$ cat src/shared/bpm_pkg.sv
/*
 * Package of the pack protection and power-mode supervisor: register map,
 * reset values, field positions, timing counts, state and carrier types.
 * Assumes a 20 MHz system clock and an AHB-Lite register bus of 32-bit words.
 */
package bpm_pkg;
    // Timing: the slow time base is one millisecond.
    localparam int CLK_PERIOD_NS = 50;
    localparam int TICK_TIME_NS = 1000000;
    localparam int TICK_CYCLES = TICK_TIME_NS / CLK_PERIOD_NS;
    localparam logic [15:0] NORMAL_PERIOD_MS = 16'h03E8;
    localparam logic [15:0] LED_HOLD_MS = 16'h0FA0;

    // Voltage limits in millivolts.
    localparam logic [15:0] DEEP_UV_LIMIT_MV = 16'h0A8C;
    localparam logic [15:0] DEEP_UV_RST = 16'h09C4;
    localparam logic [15:0] RECOVER_RST = 16'h0A8C;

    // Register reset values.
    localparam logic [6:0] CTRL_RST = 7'h54;
    localparam logic [15:0] IDLE_RST = 16'h2710;
    localparam logic [15:0] STBY_PERIOD_RST = 16'h2710;
    localparam logic [15:0] SHIP_PERIOD_RST = 16'hEA60;
    localparam logic [31:0] DLY_RST = 32'h0A0A0A0A;
    localparam logic [15:0] ZERO_SNAP_RST = 16'h0003;

    // Byte offsets.
    localparam logic [7:0] ADDR_CTRL = 8'h00;
    localparam logic [7:0] ADDR_STATUS = 8'h04;
    localparam logic [7:0] ADDR_DEEP_UV = 8'h08;
    localparam logic [7:0] ADDR_RECOVER = 8'h0C;
    localparam logic [7:0] ADDR_IDLE = 8'h10;
    localparam logic [7:0] ADDR_STBY_PERIOD = 8'h14;
    localparam logic [7:0] ADDR_SHIP_PERIOD = 8'h18;
    localparam logic [7:0] ADDR_DLY1_A = 8'h1C;
    localparam logic [7:0] ADDR_DLY1_B = 8'h20;
    localparam logic [7:0] ADDR_DLY2 = 8'h24;
    localparam logic [7:0] ADDR_ZERO_SNAP = 8'h28;
    localparam logic [7:0] ADDR_CHARGE_ACC = 8'h2C;
    localparam logic [7:0] ADDR_LOG_INFO = 8'h30;
    localparam logic [7:0] ADDR_LOG_BASE = 8'h40;

    // Control register fields.
    localparam int CTRL_POL_LSB = 0;
    localparam int CTRL_EXT_EN = 2;
    localparam int CTRL_DOT = 3;
    localparam int CTRL_LEDN_LSB = 4;

    // Sizes.
    localparam int NUM_L1 = 8;
    localparam int NUM_L2 = 4;
    localparam int LOG_DEPTH = 10;
    localparam int ACC_W = 18;

    typedef enum logic [1:0] {
        ST_ACTIVE,
        ST_STANDBY,
        ST_SHIP,
        ST_DEEP_CELL_UNDERVOLT_SHUTDOWN
    } bpm_state_e;

    typedef struct packed {
        logic pre;
        logic chg;
        logic dsg;
    } bpm_fets_s;

    typedef struct packed {
        logic [11:0] temp;
        logic [15:0] mv;
    } bpm_env_s;
endpackage

$ cat src/bpm_qual.sv
/*
 * Delay qualifier for one safety trigger: the output rises after the raw
 * condition has stood for the programmed number of millisecond ticks.
 * Assumes tick is a one-cycle enable pulse on the same clock.
 */
`timescale 1ns/100ps
`default_nettype none
module bpm_qual #(
    parameter int W = 8
) (
    input wire logic clk,
    input wire logic nrst,
    input wire logic tick,
    input wire logic raw,
    input wire logic [W-1:0] dly,
    output logic q
);
    logic [W-1:0] cnt_r;

    // A raw drop clears both the count and the output at once.
    always_ff @(posedge clk) begin
        if (!nrst || !raw) begin
            cnt_r <= '0;
            q <= 1'b0;
        end else begin
            if (tick && cnt_r < dly) begin
                cnt_r <= cnt_r + 1'b1;
            end
            q <= (cnt_r >= dly);
        end
    end
endmodule
`default_nettype wire

$ cat src/bpm_sync.sv
/*
 * Two-flop synchroniser for a group of pin inputs.
 * Assumes the inputs are asynchronous levels; the output is on SYS_CLK.
 */
`timescale 1ns/100ps
`default_nettype none
module bpm_sync #(
    parameter int W = 1
) (
    input wire logic clk,
    input wire logic nrst,
    input wire logic [W-1:0] d,
    output logic [W-1:0] q
);
    logic [W-1:0] meta_r;

    // The first stage feeds only the second stage.
    always_ff @(posedge clk) begin
        if (!nrst) begin
            meta_r <= '0;
            q <= '0;
        end else begin
            meta_r <= d;
            q <= meta_r;
        end
    end
endmodule
`default_nettype wire

$ cat src/bpm_top.sv
/*
 * Protection and power-mode supervisor of a 3 or 4 cell pack: power states,
 * first-level switch control, second-level fuse, external switch inputs,
 * display, charge accumulator, failure log and AHB-Lite registers.
 * Assumes converter results and fault flags arrive on SYS_CLK; pins are
 * synchronised here.
 */
`timescale 1ns/100ps
`default_nettype none
// Contract
// Active state measures, decides and updates about once per second, safety on.
// Standby behaves like active with full safety but measures less often.
// Go standby after configured idle time without load; return on load.
// Ship opens all switches, disables safety, monitors at a reduced rate.
// Ship entered only after the ship command, then both bus lines low.
// Ship is left once either bus line goes high.
// In ship, environmental measurements are handed to flash storage.
// Deep undervolt entered below a threshold settable only under 2.7 V.
// Deep undervolt opens charge and discharge; pre-charge on with charger.
// Deep undervolt left when cells rise above the recovery threshold.
// Over-current detection active in active and standby only.
// Listed cell, pack, current and short faults open the switches.
// Switches failing to open when commanded blow the fuse; code checks charge and discharge in active and standby only.
// Second-level detection and fuse are independent of first-level logic.
// Every first- and second-level trigger has its own programmable delay.
// External switch inputs sampled with programmable polarity drive switches.
// Push-button request shows charge state on three to five LEDs.
// Charge accumulator integrates both directions, 18 bits, with deadband.
// Last ten first-level failures are logged and readable over the bus.
// Fuse output stays asserted until reset.
module bpm_top #(
    parameter int TICK_CYCLES = bpm_pkg::TICK_CYCLES
) (
    input wire logic SYS_CLK,
    input wire logic NRST,
    input wire logic HSEL,
    input wire logic [31:0] HADDR,
    input wire logic [1:0] HTRANS,
    input wire logic HWRITE,
    input wire logic [2:0] HSIZE,
    input wire logic [31:0] HWDATA,
    input wire logic HREADY,
    output logic [31:0] HRDATA,
    output logic HREADYOUT,
    output logic HRESP,
    input wire logic [15:0] MIN_CELL_MV,
    input wire logic [15:0] MAX_CELL_MV,
    input wire logic [11:0] TEMP_CODE,
    input wire logic LOAD_ACTIVE,
    input wire logic [bpm_pkg::NUM_L1-1:0] FAULT_IN,
    input wire logic [bpm_pkg::NUM_L2-2:0] SEC_FAULT_IN,
    input wire logic SHIP_CMD,
    input wire logic SMB_CLK_IN,
    input wire logic SMB_DAT_IN,
    input wire logic [1:0] EXTERNAL_SWITCH_CONTROL_INPUT,
    input wire logic DISPLAY_REQUEST_BUTTON,
    input wire logic CHARGER_PRESENT,
    input wire logic CHG_FET_SENSE,
    input wire logic DSG_FET_SENSE,
    input wire logic signed [15:0] CURRENT_SAMPLE,
    input wire logic CURRENT_VALID,
    input wire logic [6:0] SOC_PCT,
    output bpm_pkg::bpm_fets_s FET_ON,
    output logic FUSE_BLOW,
    output logic [4:0] LED_N,
    output logic MEAS_TRIGGER,
    output logic ENV_LOG_STROBE,
    output bpm_pkg::bpm_env_s ENV_LOG_DATA,
    output bpm_pkg::bpm_state_e POWER_STATE
);
    import bpm_pkg::*;

    if (TICK_CYCLES < 2 || TICK_CYCLES > 65536) begin : g_bad_tick
        $error("TICK_CYCLES must lie between 2 and 65536");
    end

    function automatic logic [3:0] log_index(input logic [7:0] a);
        log_index = 4'((a - ADDR_LOG_BASE) >> 2);
    endfunction

    // Pin synchronisation.
    logic [7:0] pins_sync;
    logic smb_clk;
    logic smb_dat;
    logic [1:0] ext_in;
    logic btn;
    logic charger;
    logic chg_sense;
    logic dsg_sense;

    bpm_sync #(.W(8)) u_sync (
        .clk(SYS_CLK),
        .nrst(NRST),
        .d({SMB_CLK_IN, SMB_DAT_IN, EXTERNAL_SWITCH_CONTROL_INPUT, DISPLAY_REQUEST_BUTTON,
            CHARGER_PRESENT, CHG_FET_SENSE, DSG_FET_SENSE}),
        .q(pins_sync)
    );
    assign {smb_clk, smb_dat, ext_in, btn, charger, chg_sense, dsg_sense} = pins_sync;

    // Registers.
    logic [6:0] ctrl_r;
    logic [15:0] deep_uv_r;
    logic [15:0] recover_r;
    logic [15:0] idle_r;
    logic [15:0] stby_period_r;
    logic [15:0] ship_period_r;
    logic [31:0] dly1a_r;
    logic [31:0] dly1b_r;
    logic [31:0] dly2_r;
    logic [15:0] zero_snap_r;
    logic signed [ACC_W-1:0] acc_r;
    bpm_state_e state_r;
    bpm_state_e state_nxt;
    bpm_fets_s fet_r;
    bpm_fets_s fet_nxt;
    logic fuse_r;
    logic ship_armed_r;
    logic [15:0] tick_cnt_r;
    logic tick_ms;
    logic [15:0] idle_cnt_r;
    logic [15:0] meas_cnt_r;
    logic [15:0] period;
    logic meas_r;
    logic env_strobe_r;
    bpm_env_s env_data_r;
    logic [15:0] led_timer_r;
    logic btn_d_r;
    logic [4:0] led_n_r;
    logic [15:0] log_mem_r [LOG_DEPTH];
    logic [3:0] log_ptr_r;
    logic [3:0] log_cnt_r;
    logic [7:0] log_seq_r;
    logic trip_d_r;

    // AHB-Lite slave: address phase captured, read data registered for data phase.
    logic dph_valid_r;
    logic dph_write_r;
    logic [7:0] dph_addr_r;
    logic [31:0] hrdata_r;
    logic [31:0] rd_nxt;
    logic aph;
    logic wr_en;

    assign aph = HSEL && HTRANS[1] && HREADY;
    assign wr_en = dph_valid_r && dph_write_r;
    assign HREADYOUT = 1'b1;
    assign HRESP = 1'b0;
    assign HRDATA = hrdata_r;

    always_ff @(posedge SYS_CLK) begin
        if (!NRST) begin
            dph_valid_r <= 1'b0;
            dph_write_r <= 1'b0;
            dph_addr_r <= 8'h00;
            hrdata_r <= 32'h00000000;
        end else begin
            dph_valid_r <= aph;
            dph_write_r <= aph && HWRITE;
            if (aph) begin
                dph_addr_r <= HADDR[7:0];
                hrdata_r <= HWRITE ? 32'h00000000 : rd_nxt;
            end
        end
    end

    // Safety enables and qualified triggers.
    logic safety_on;
    logic [NUM_L1-1:0] l1_raw;
    logic [NUM_L1-1:0] l1_q;
    logic [NUM_L2-1:0] l2_raw;
    logic [NUM_L2-1:0] l2_q;
    logic [63:0] dly1;
    logic fet_fail;
    logic trip;
    logic [1:0] ext_off;
    logic display;

    assign safety_on = (state_r == ST_ACTIVE) || (state_r == ST_STANDBY);
    assign l1_raw = FAULT_IN & {NUM_L1{safety_on}};
    assign fet_fail = (!fet_r.chg && chg_sense) || (!fet_r.dsg && dsg_sense);
    assign l2_raw = {SEC_FAULT_IN, fet_fail} & {NUM_L2{safety_on}};
    assign dly1 = {dly1b_r, dly1a_r};
    assign trip = |l1_q;
    assign ext_off = (ext_in ^ ctrl_r[CTRL_POL_LSB +: 2]) & {2{ctrl_r[CTRL_EXT_EN]}};
    assign display = (led_timer_r != 16'h0000);

    for (genvar i = 0; i < NUM_L1; i++) begin : g_l1
        bpm_qual #(.W(8)) u_q1 (
            .clk(SYS_CLK),
            .nrst(NRST),
            .tick(tick_ms),
            .raw(l1_raw[i]),
            .dly(dly1[8*i +: 8]),
            .q(l1_q[i])
        );
    end
    for (genvar j = 0; j < NUM_L2; j++) begin : g_l2
        bpm_qual #(.W(8)) u_q2 (
            .clk(SYS_CLK),
            .nrst(NRST),
            .tick(tick_ms),
            .raw(l2_raw[j]),
            .dly(dly2_r[8*j +: 8]),
            .q(l2_q[j])
        );
    end

    // Register writes; the deep undervolt threshold is clamped below its limit.
    always_ff @(posedge SYS_CLK) begin
        if (!NRST) begin
            ctrl_r <= CTRL_RST;
            deep_uv_r <= DEEP_UV_RST;
            recover_r <= RECOVER_RST;
            idle_r <= IDLE_RST;
            stby_period_r <= STBY_PERIOD_RST;
            ship_period_r <= SHIP_PERIOD_RST;
            dly1a_r <= DLY_RST;
            dly1b_r <= DLY_RST;
            dly2_r <= DLY_RST;
            zero_snap_r <= ZERO_SNAP_RST;
        end else if (wr_en) begin
            case (dph_addr_r)
                ADDR_CTRL: ctrl_r <= HWDATA[6:0];
                ADDR_DEEP_UV: begin
                    deep_uv_r <= (HWDATA[15:0] >= DEEP_UV_LIMIT_MV) ?
                        DEEP_UV_LIMIT_MV - 16'h0001 : HWDATA[15:0];
                end
                ADDR_RECOVER: recover_r <= HWDATA[15:0];
                ADDR_IDLE: idle_r <= HWDATA[15:0];
                ADDR_STBY_PERIOD: stby_period_r <= HWDATA[15:0];
                ADDR_SHIP_PERIOD: ship_period_r <= HWDATA[15:0];
                ADDR_DLY1_A: dly1a_r <= HWDATA;
                ADDR_DLY1_B: dly1b_r <= HWDATA;
                ADDR_DLY2: dly2_r <= HWDATA;
                ADDR_ZERO_SNAP: zero_snap_r <= HWDATA[15:0];
                default: ;
            endcase
        end
    end

    // Read decode.
    always_comb begin
        rd_nxt = 32'h00000000;
        case (HADDR[7:0])
            ADDR_CTRL: rd_nxt = {25'h0000000, ctrl_r};
            ADDR_STATUS: rd_nxt = {12'h000, l2_q, l1_q, display, ship_armed_r, fuse_r, fet_r,
                state_r};
            ADDR_DEEP_UV: rd_nxt = {16'h0000, deep_uv_r};
            ADDR_RECOVER: rd_nxt = {16'h0000, recover_r};
            ADDR_IDLE: rd_nxt = {16'h0000, idle_r};
            ADDR_STBY_PERIOD: rd_nxt = {16'h0000, stby_period_r};
            ADDR_SHIP_PERIOD: rd_nxt = {16'h0000, ship_period_r};
            ADDR_DLY1_A: rd_nxt = dly1a_r;
            ADDR_DLY1_B: rd_nxt = dly1b_r;
            ADDR_DLY2: rd_nxt = dly2_r;
            ADDR_ZERO_SNAP: rd_nxt = {16'h0000, zero_snap_r};
            ADDR_CHARGE_ACC: rd_nxt = {{(32-ACC_W){acc_r[ACC_W-1]}}, acc_r};
            ADDR_LOG_INFO: rd_nxt = {16'h0000, log_seq_r, log_cnt_r, log_ptr_r};
            default: begin
                if (HADDR[7:0] >= ADDR_LOG_BASE && HADDR[1:0] == 2'b00 &&
                    log_index(HADDR[7:0]) < 4'(LOG_DEPTH)) begin
                    rd_nxt = {16'h0000, log_mem_r[log_index(HADDR[7:0])]};
                end
            end
        endcase
    end

    // Millisecond time base.
    always_ff @(posedge SYS_CLK) begin
        if (!NRST || tick_cnt_r == 16'(TICK_CYCLES - 1)) begin
            tick_cnt_r <= 16'h0000;
        end else begin
            tick_cnt_r <= tick_cnt_r + 16'h0001;
        end
    end
    assign tick_ms = (tick_cnt_r == 16'(TICK_CYCLES - 1));

    // Idle time without load while active.
    always_ff @(posedge SYS_CLK) begin
        if (!NRST || LOAD_ACTIVE || state_r != ST_ACTIVE) begin
            idle_cnt_r <= 16'h0000;
        end else if (tick_ms && idle_cnt_r < idle_r) begin
            idle_cnt_r <= idle_cnt_r + 16'h0001;
        end
    end

    // Ship command arming; the command is ignored in ship, so the clear on entry always wins.
    always_ff @(posedge SYS_CLK) begin
        if (!NRST) begin
            ship_armed_r <= 1'b0;
        end else if (SHIP_CMD && safety_on) begin
            ship_armed_r <= 1'b1;
        end else if (state_r == ST_SHIP) begin
            ship_armed_r <= 1'b0;
        end
    end

    // Power-state sequencing.
    always_comb begin
        state_nxt = state_r;
        case (state_r)
            ST_ACTIVE, ST_STANDBY: begin
                if (MIN_CELL_MV < deep_uv_r) begin
                    state_nxt = ST_DEEP_CELL_UNDERVOLT_SHUTDOWN;
                end else if (ship_armed_r && !smb_clk && !smb_dat) begin
                    state_nxt = ST_SHIP;
                end else if (state_r == ST_STANDBY && LOAD_ACTIVE) begin
                    state_nxt = ST_ACTIVE;
                end else if (state_r == ST_ACTIVE && idle_cnt_r >= idle_r && !LOAD_ACTIVE) begin
                    state_nxt = ST_STANDBY;
                end
            end
            ST_SHIP: begin
                if (smb_clk || smb_dat) begin
                    state_nxt = ST_ACTIVE;
                end
            end
            ST_DEEP_CELL_UNDERVOLT_SHUTDOWN: begin
                if (MIN_CELL_MV > recover_r) begin
                    state_nxt = ST_ACTIVE;
                end
            end
            default: state_nxt = ST_ACTIVE;
        endcase
    end

    always_ff @(posedge SYS_CLK) begin
        if (!NRST) begin
            state_r <= ST_ACTIVE;
        end else begin
            state_r <= state_nxt;
        end
    end
    assign POWER_STATE = state_r;

    // Switch drive from state, first-level trip and external inputs.
    always_comb begin
        fet_nxt = '0;
        case (state_r)
            ST_ACTIVE, ST_STANDBY: begin
                fet_nxt.pre = !trip && !fuse_r;
                fet_nxt.chg = !trip && !fuse_r && !ext_off[0];
                fet_nxt.dsg = !trip && !fuse_r && !ext_off[1];
            end
            ST_SHIP: fet_nxt = '0;
            ST_DEEP_CELL_UNDERVOLT_SHUTDOWN: fet_nxt.pre = charger && !fuse_r;
            default: fet_nxt = '0;
        endcase
    end

    always_ff @(posedge SYS_CLK) begin
        if (!NRST) begin
            fet_r <= '0;
        end else begin
            fet_r <= fet_nxt;
        end
    end
    assign FET_ON = fet_r;

    // Fuse latches on any qualified second-level trigger.
    always_ff @(posedge SYS_CLK) begin
        if (!NRST) begin
            fuse_r <= 1'b0;
        end else if (|l2_q) begin
            fuse_r <= 1'b1;
        end
    end
    assign FUSE_BLOW = fuse_r;

    // Measurement scheduler and ship-mode environmental record.
    always_comb begin
        case (state_r)
            ST_ACTIVE: period = NORMAL_PERIOD_MS;
            ST_STANDBY: period = stby_period_r;
            default: period = ship_period_r;
        endcase
    end

    always_ff @(posedge SYS_CLK) begin
        if (!NRST || state_r != state_nxt) begin
            meas_cnt_r <= 16'h0000;
            meas_r <= 1'b0;
        end else begin
            meas_r <= 1'b0;
            if (tick_ms) begin
                if (meas_cnt_r + 16'h0001 >= period) begin
                    meas_cnt_r <= 16'h0000;
                    meas_r <= 1'b1;
                end else begin
                    meas_cnt_r <= meas_cnt_r + 16'h0001;
                end
            end
        end
    end
    assign MEAS_TRIGGER = meas_r;

    always_ff @(posedge SYS_CLK) begin
        if (!NRST) begin
            env_strobe_r <= 1'b0;
            env_data_r <= '0;
        end else begin
            env_strobe_r <= meas_r && state_r == ST_SHIP;
            if (meas_r && state_r == ST_SHIP) begin
                env_data_r <= '{temp: TEMP_CODE, mv: MIN_CELL_MV};
            end
        end
    end
    assign ENV_LOG_STROBE = env_strobe_r;
    assign ENV_LOG_DATA = env_data_r;

    // State-of-charge display.
    logic [2:0] led_n;
    logic [9:0] prod;
    logic [2:0] lit;

    assign led_n = (ctrl_r[CTRL_LEDN_LSB +: 3] < 3'h3) ? 3'h3 :
        (ctrl_r[CTRL_LEDN_LSB +: 3] > 3'h5) ? 3'h5 : ctrl_r[CTRL_LEDN_LSB +: 3];
    assign prod = ((SOC_PCT > 7'h64) ? 10'h064 : {3'h0, SOC_PCT}) * {7'h00, led_n};
    assign lit = 3'((prod + 10'h063) / 10'h064);

    always_ff @(posedge SYS_CLK) begin
        if (!NRST) begin
            btn_d_r <= 1'b0;
            led_timer_r <= 16'h0000;
            led_n_r <= 5'h1F;
        end else begin
            btn_d_r <= btn;
            if (btn && !btn_d_r) begin
                led_timer_r <= LED_HOLD_MS;
            end else if (tick_ms && display) begin
                led_timer_r <= led_timer_r - 16'h0001;
            end
            for (int k = 0; k < 5; k++) begin
                led_n_r[k] <= !(display && 3'(k) < led_n &&
                    (ctrl_r[CTRL_DOT] ? 3'(k + 1) == lit : 3'(k) < lit));
            end
        end
    end
    assign LED_N = led_n_r;

    // Charge accumulator with zero-snap deadband.
    logic [15:0] mag;

    assign mag = CURRENT_SAMPLE[15] ? 16'(-CURRENT_SAMPLE) : CURRENT_SAMPLE;

    always_ff @(posedge SYS_CLK) begin
        if (!NRST) begin
            acc_r <= '0;
        end else if (CURRENT_VALID && mag > zero_snap_r) begin
            acc_r <= acc_r + {{(ACC_W-16){CURRENT_SAMPLE[15]}}, CURRENT_SAMPLE};
        end
    end

    // Failure log of the last first-level trips.
    always_ff @(posedge SYS_CLK) begin
        if (!NRST) begin
            trip_d_r <= 1'b0;
            log_ptr_r <= 4'h0;
            log_cnt_r <= 4'h0;
            log_seq_r <= 8'h00;
            for (int m = 0; m < LOG_DEPTH; m++) begin
                log_mem_r[m] <= 16'h0000;
            end
        end else begin
            trip_d_r <= trip;
            if (trip && !trip_d_r) begin
                log_mem_r[log_ptr_r] <= {log_seq_r, l1_q};
                log_ptr_r <= (log_ptr_r == 4'(LOG_DEPTH - 1)) ? 4'h0 : log_ptr_r + 4'h1;
                log_cnt_r <= (log_cnt_r == 4'(LOG_DEPTH)) ? log_cnt_r : log_cnt_r + 4'h1;
                log_seq_r <= log_seq_r + 8'h01;
            end
        end
    end
endmodule
`default_nettype wire
$ cat config.mk
export PLATFORM = sky130hd
export DESIGN_NAME = bpm_top
export DESIGN_NICKNAME = d
export VERILOG_FILES = /design/src/shared/bpm_pkg.sv /design/src/bpm_qual.sv /design/src/bpm_sync.sv /design/src/bpm_top.sv
export SDC_FILE = /design/constraint.sdc
export NUM_CORES = 2
export LEC_CHECK = 0
export ABC_AREA = 1
export ABC_CLOCK_PERIOD_IN_PS = 6000
export BUFFER_PORTS_ARGS = -buffer_cell sky130_fd_sc_hd__buf_2
export CORE_MARGIN = 2
export CORE_UTILIZATION = 58
export CTS_CLUSTER_SIZE = 20
export DETAILED_ROUTE_END_ITERATION = 7
export GPL_ROUTABILITY_DRIVEN = 0
export PLACE_DENSITY = 0.77
export SKIP_CTS_REPAIR_TIMING = 1
export SYNTH_ARGS = -nofsm -noshare
export SYNTH_HDL_FRONTEND = slang
export SYNTH_SLANG_ARGS = --single-unit
$ cat constraint.sdc
create_clock -name SYS_CLK -period 6 [get_ports SYS_CLK]
set_input_delay 1.2 -clock SYS_CLK [delete_from_list [all_inputs] [get_ports SYS_CLK]]
set_output_delay 1.2 -clock SYS_CLK [all_outputs]
set_load 0.05 [all_outputs]
* Yosys cells after proc, flatten, opt, wreduce, memory -nomap -nowiden
Memory sizes are Yosys's and may differ from the RTL's.
Cells that the tools add are included.
** Word-level totals
- Register bits after elaboration :: 507
- Memory bits (writable) :: 160
- Input port bits :: 163
- Output and inout bits :: 75
- Word-level logic and storage cells :: 330
- Memories :: 1
** Memories
- log_mem_r :: words 10, width 16, rd ports 1, clocked after Yosys merged registers in 0, wr ports 10, line bpm_top.sv:129 : logic [15:0] log_mem_r [LOG_DEPTH];
** Operators by class
- Add/subtract/negate cells :: 23
- Multipliers :: 1
- Div/mod/pow operators :: 1
- $lt $le $gt $ge :: 46
- Eq/ne operators :: 33
- Muxes and demuxes :: 36
- Bitwise operators :: 7
- Reductions and logical operators :: 120
** Operator list (count)
- case mux 32 bit (13 select lines) :: 1
- adder 8 x 1 -> 8 bit, second input constant :: 13
- greater-or-equal comparator 8 bit :: 12
- less-than comparator 8 bit :: 12
- two-way mux 16 bit :: 5
- == test 8 x 5 -> 1 bit, second input constant :: 8
- == test 8 x 6 -> 1 bit, second input constant :: 8
- adder 16 x 1 -> 16 bit, second input constant :: 3
- logical AND 1 bit :: 46
- == test 8 x 4 -> 1 bit, second input constant :: 4
- greater-or-equal comparator 16 bit :: 2
- greater-than comparator 16 bit :: 2
- less-than comparator 16 bit :: 2
- two-way mux 32 bit :: 1
- case mux 16 bit (2 select lines) :: 1
- zero test 1 bit :: 29
- two-way mux 12 bit :: 2
- AND reduction 2 bit :: 12
- logical OR 1 bit :: 19
- adder 18 bit :: 1
- == test 16 x 15 -> 1 bit, second input constant :: 1
- greater-or-equal comparator 16 x 12 -> 1 bit, second input constant :: 1
- zero test 8 bit :: 2
- negation 16 bit :: 1
- 41 further kinds :: 79

* Logic depth before layout (Yosys ltp)
- Word-level depth :: 11
- Mapped depth :: 40
- Mapped depth without buffers :: 39

* By module
From an unflattened synthesis, not the netlist that was laid out.
** Unflattened totals
- Cells, all modules :: 5012
- Area, all modules :: 39809.4 sq um
** By module, submodules not included
- bpm_top :: times used 1, cells an instance 3654, area each 30827.1 sq um, sequential area each 15354.7 sq um
- bpm_qual :: times used 12, cells an instance 109, area each 708.2 sq um, sequential area each 180.2 sq um
- bpm_sync :: times used 1, cells an instance 50, area each 484.2 sq um, sequential area each 320.3 sq um

* Least setup slack after synthesis
OpenSTA, ideal clock, no wires.
- Kind :: in2reg
- From :: in SOC_PCT[0]
- To :: reg led_n_r[3], in the netlist LED_N[3]
- Setup time :: 0.115 ns
- Arrival :: 5.394 ns
- Required time :: 5.885 ns
- Path slack :: 0.491 ns
- Cell stages on the path :: 38
- Path buffers :: 1
- Cell sequence :: o21ai_0 > nand2_1 > and3_1 > or2_2 > nand2_1 > inv_1 > fa_1 > ha_1 > fa_1 > nand2_2 > nand2_2 > nand2_1 > nand2_1 > and2_4 > buf_6 > ha_1 > inv_1 > nand3_1 > [... 2 more ...] > nand2_2 > nand2_1 > nand2_2 > nand3_2 > nand2_2 > nand2_4 > nand2_1 > nand2_4 > nor2_4 > nand2_4 > nand2_4 > nand2_2 > nand2_1 > inv_1 > nand3_2 > nand3_2 > nand2_1 > nand2_1
** On the way
- Word-level cells in the longest chain between the ends :: 9
- Elaborated cells on any way between the ends :: 10
- Classes of those cells :: 1 x add/sub; 1 x mul; 1 x div; 2 x order compare; 1 x eq/ne; 2 x mux; 2 x reduce/logical
** RTL lines
- start: declaration :: line bpm_top.sv:62 : input wire logic [6:0] SOC_PCT,
- greater-than comparator 7 bit :: line bpm_top.sv:418 : assign prod = ((SOC_PCT > 7'h64) ? 10'h064 : {3'h0, SOC_PCT}) * {7'h00, led_n};
- two-way mux 7 bit * :: line bpm_top.sv:418
- multiplier 7 x 3 -> 10 bit * :: line bpm_top.sv:418
- adder 10 x 7 -> 10 bit * :: line bpm_top.sv:419 : assign lit = 3'((prod + 10'h063) / 10'h064);
- divider 10 x 7 -> 10 bit * :: line bpm_top.sv:419
- less-than comparator 2 x 3 -> 1 bit or == test 3 bit (tied branches) :: line bpm_top.sv:435 : (ctrl_r[CTRL_DOT] ? 3'(k + 1) == lit : 3'(k) < lit));
- two-way mux 1 bit * :: line bpm_top.sv:435
- logical AND 1 bit * :: line bpm_top.sv:434 : led_n_r[k] <= !(display && 3'(k) < led_n &&
- zero test 1 bit * :: line bpm_top.sv:434
- end signal: indexed assignment :: line bpm_top.sv:434
- end: declaration :: line bpm_top.sv:128 : logic [4:0] led_n_r;
Mark *: on every way between the ends. The rest lies on a longest branch, timed or not.
A chain may end at the register's enable or synchronous reset.

* Worst setup path after layout
Same ends and word-level chain as after synthesis.

==> summary.txt <==
Status
  – Status: finished clean

Worst setup path
  – Crit end category: flop
  – CP top delay family: simple AND/OR/NAND/NOR gates
  – Worst Reg-to-Reg Cells: 35
  – Critical path launch point type: input port
  – Critical path endpoint: LED_N[3]$_SDFF_PN1_
  – CP Depth: 37
  – Critical path fanouts, max: 6
  – Crit path top cell by count: nand2_1
  – Slowest CP cell: fa_1
  – Critical path origin: SOC_PCT[0]
  – Worst R2R End: LED_N[3]$_SDFF_PN1_
  – R2R Path Start: ctrl_r[6]$_SDFFE_PN1P_
  – Critical Path RT: 6.53 ns
  – Worst path arrival time: 5.88 ns
  – Buffers and inverters on the worst path: 4
  – Reg2Reg Setup Slack: 0.87 ns
  – WS Path Type: input port to flop
  – CP peak stage delay: 0.47 ns

Floorplan
  – Initial Util: 0.5854
  – # rows: 93
  – Die area: 67000 µm²
  – Die height: 258.8 µm
  – # IOs: 238
  – DIE WIDTH: 258.8 µm
  – Core Area: 64350 µm²

STA
  – Worst slew pin tran: 1.222 ns
  – TNS Setup: 0 ns
  – Slew margin rel.: 0.1829
  – Final critical path time including I/O delays and setup: 5.348 ns
  – Clk_skew: 0.02681 ns
  – Max frequency: 0.1870 GHz
  – Setup-failing EPs final: 0
  – Final Hold Fails: 0
  – Final slew viol count: 0
  – Unrepaired setup endpoints after global routing: no
  – Period Utilization, post-route: 0.8913

Yosys
  – FF+latch count, synth: 763
  – Top_reg_cell synth: dfxtp_1
  – Synth Cell Area: 37670 µm²
  – Async SR Flop Fraction: 0
  – Syn Nets: 4917
  – Mean Syn Cell Area: 8.341 µm²
  – Post-synthesis sequential area ratio: 0.4736
  – Post-synth cell types: 60
  – EDFF count, synth: 256
  – Cells after synthesis: 4516
  – Synth warnings: 0

Finish
  – Final core occ: 0.6532
  – Commonest cells after routing, fill and taps aside: 584 x nand2_1, 567 x inv_1, 507 x dfxtp_1, 451 x nor2_1, 437 x a21oi_1
  – Final #Nets: 5051
  – Filler cells: 5329
  – Share of layout cells above drive strength 1: 0.09228
  – Cell area after layout: 42030 µm²
  – Commonest non-fill, non-tap cell in the layout: nand2_1
  – Area Growth Syn to Fin: 11.59%

Route
  – DRC errors left: 0
  – Final WL: 113600 µm
  – Drt wl/cell: 20.39 µm
  – DRT iter0 DRCs: 3948
  – ANT nets after route: 0
  – Detailed Routing Iterations Pass 1: 7
  – Vias per std cell: 5.992
  – Via count: 33380

Place
  – Dpl cell area: 39400 µm²
  – Number of port buffers: 191
  – Hpwl dp: 79020 µm

GRT
  – Initial antenna violation count: 6
  – GRT Residual Overflow: 0
  – Pin count of the biggest net entering global routing: 216
  – Total routing usage reported by global routing: 0.3348
  – First-pass GRT wire length: 174200 µm
  – Vias in the first global route: 31050

Clocking
  – Clk sinks: 763
  – Worst-skew pair later-pin latency: 0.64 ns
  – CTS tree: built
  – Clock buffer depth: 3
  – Clk pin slew, worst setup/hold paths: 0.06 ns
  – H-tree levels: 3
  – CTS root buf: clkbuf_16
  – Cts bufs inserted: 81

Job
  – Max-Cap Viols: 0

Power
  – Power consumption: 11.75 mW
  – Pwr per Cell Area: 279.5 nW/µm²
  – P_leak: 17.11 nW
  – Maximum vdd drop: 0.0002237 V

Min path
  – Worst hold path cell count: 2
  – Worst Hold Class: flop to flop
[state kept, by name (all words and copies together), names as in the netlist, 16 cells and up]
name             count
log_mem_r          256
g_l1.u_q1.cnt_r     64
HRDATA              32
dly1a_r             32
dly1b_r             32
dly2_r              32
g_l2.u_q2.cnt_r     32
ENV_LOG_DATA        28
acc_r               18
deep_uv_r           16
idle_cnt_r          16
idle_r              16
led_timer_r         16
meas_cnt_r          16
recover_r           16
ship_period_r       16
stby_period_r       16
tick_cnt_r          16
zero_snap_r         16
[power by group]
group	internal, mW	switching, mW
clock	2.88	2.12
sequential	5.40	0.0620
combinational	0.395	0.885
total	8.68	3.06
[synthesized netlist by cell type, types with 5 or more instances]
cell       count  share of area
a211oi_1       9         0.0018
a21oi_1      437          0.058
a221oi_1      37         0.0086
a22oi_1       78          0.016
a31oi_1       79          0.013
and3_1        24         0.0040
buf_1          6        0.00060
clkbuf_1     176          0.018
clkinv_1      11         0.0011
dfxtp_1      507           0.27
edfxtp_1     256           0.20
fa_1           7         0.0037
ha_1         231          0.077
inv_1        569          0.057
nand2_1      587          0.058
nand2_2       15         0.0025
nand2_4        7         0.0021
nand3_1      254          0.034
nand3b_1       5         0.0010
nand4_1       50         0.0083
nor2_1       454          0.045
nor3_1        78          0.010
nor3b_1        8         0.0016
nor4_1        36         0.0060
o2111ai_1      8         0.0019
o211ai_1      63          0.013
o21a_1        16         0.0032
o21ai_0      288          0.038
o221ai_1      12         0.0028
o22ai_1       77          0.013
o31ai_1        7         0.0014
o41ai_1        5         0.0012
or2_2         22         0.0037
xnor2_1       12         0.0028
xor2_1        42         0.0098
[through the flow]
stage | hold slack, ns | instances | setup WS [ns]
2_1_floorplan | 0.3905 | 4516 | 0.4910
3_3_place_gp | 0.3931 | 5422 | 0.1113
3_5_place_dp | 0.3984 | 5422 | 0.02573
4_1_cts | 0.4125 | 5569 | 0.6669
5_1_grt | 0.4384 | 5571 | 0.2045
6_report | 0.4104 | 5571 | 0.6525
[metal layers]
layer	GRT usage	wire length, µm	vias to the layer above
met5	0	38	-
met1	0.4412	45110	15390
met3	0.06739	12140	394
li1	-	-	15840
met4	0.1814	6585	6
met2	0.5195	49730	1755
[kinds of logic (layout without fill, tap and decap cells)]
family	Yosys count	after routing	share of synthesized area
AO/OA/AOI/OAI	1130	1130	0.1740
flip-flops	763	763	0.4736
XOR/XNOR	56	56	0.01372
buffers and inverters	771	969	0.07733
AND/OR/NAND/NOR	1556	1556	0.1808
adder cells (fa/ha/maj)	238	238	0.08045
other	2	4	0.0001994
[worst min-delay path by stage]
stage                                           start  slack [ns]                     end
after floorplan           u_sync.meta_r[0]$_SDFF_PN0_        0.39  u_sync.q[0]$_SDFF_PN0_
after global placement    u_sync.meta_r[1]$_SDFF_PN0_        0.39  u_sync.q[1]$_SDFF_PN0_
after detailed placement  u_sync.meta_r[7]$_SDFF_PN0_        0.40  u_sync.q[7]$_SDFF_PN0_
after CTS                 u_sync.meta_r[7]$_SDFF_PN0_        0.41  u_sync.q[7]$_SDFF_PN0_
after global routing      u_sync.meta_r[1]$_SDFF_PN0_        0.44  u_sync.q[1]$_SDFF_PN0_
final                     u_sync.meta_r[7]$_SDFF_PN0_        0.41  u_sync.q[7]$_SDFF_PN0_
[area by class of cell]
type                       instances  area (µm²)  area share
inverter                         585        2200     0.05233
clock buffer                     109        2275     0.05412
clock inverter                    38       356.6    0.008484
sequential                       763       17840      0.4244
antenna                            2       5.005   0.0001191
tap                              855        1070     0.02545
multi-input combinational       2982       16970      0.4037
timing repair buffer             237        1323     0.03146
[tightest hold or removal path: stages (launching register included)]
cell     delay, ns
dfxtp_1       0.30
nand2_1       0.04
inv_1         0.04
Note: power is estimated with default switching activity, not from simulation.
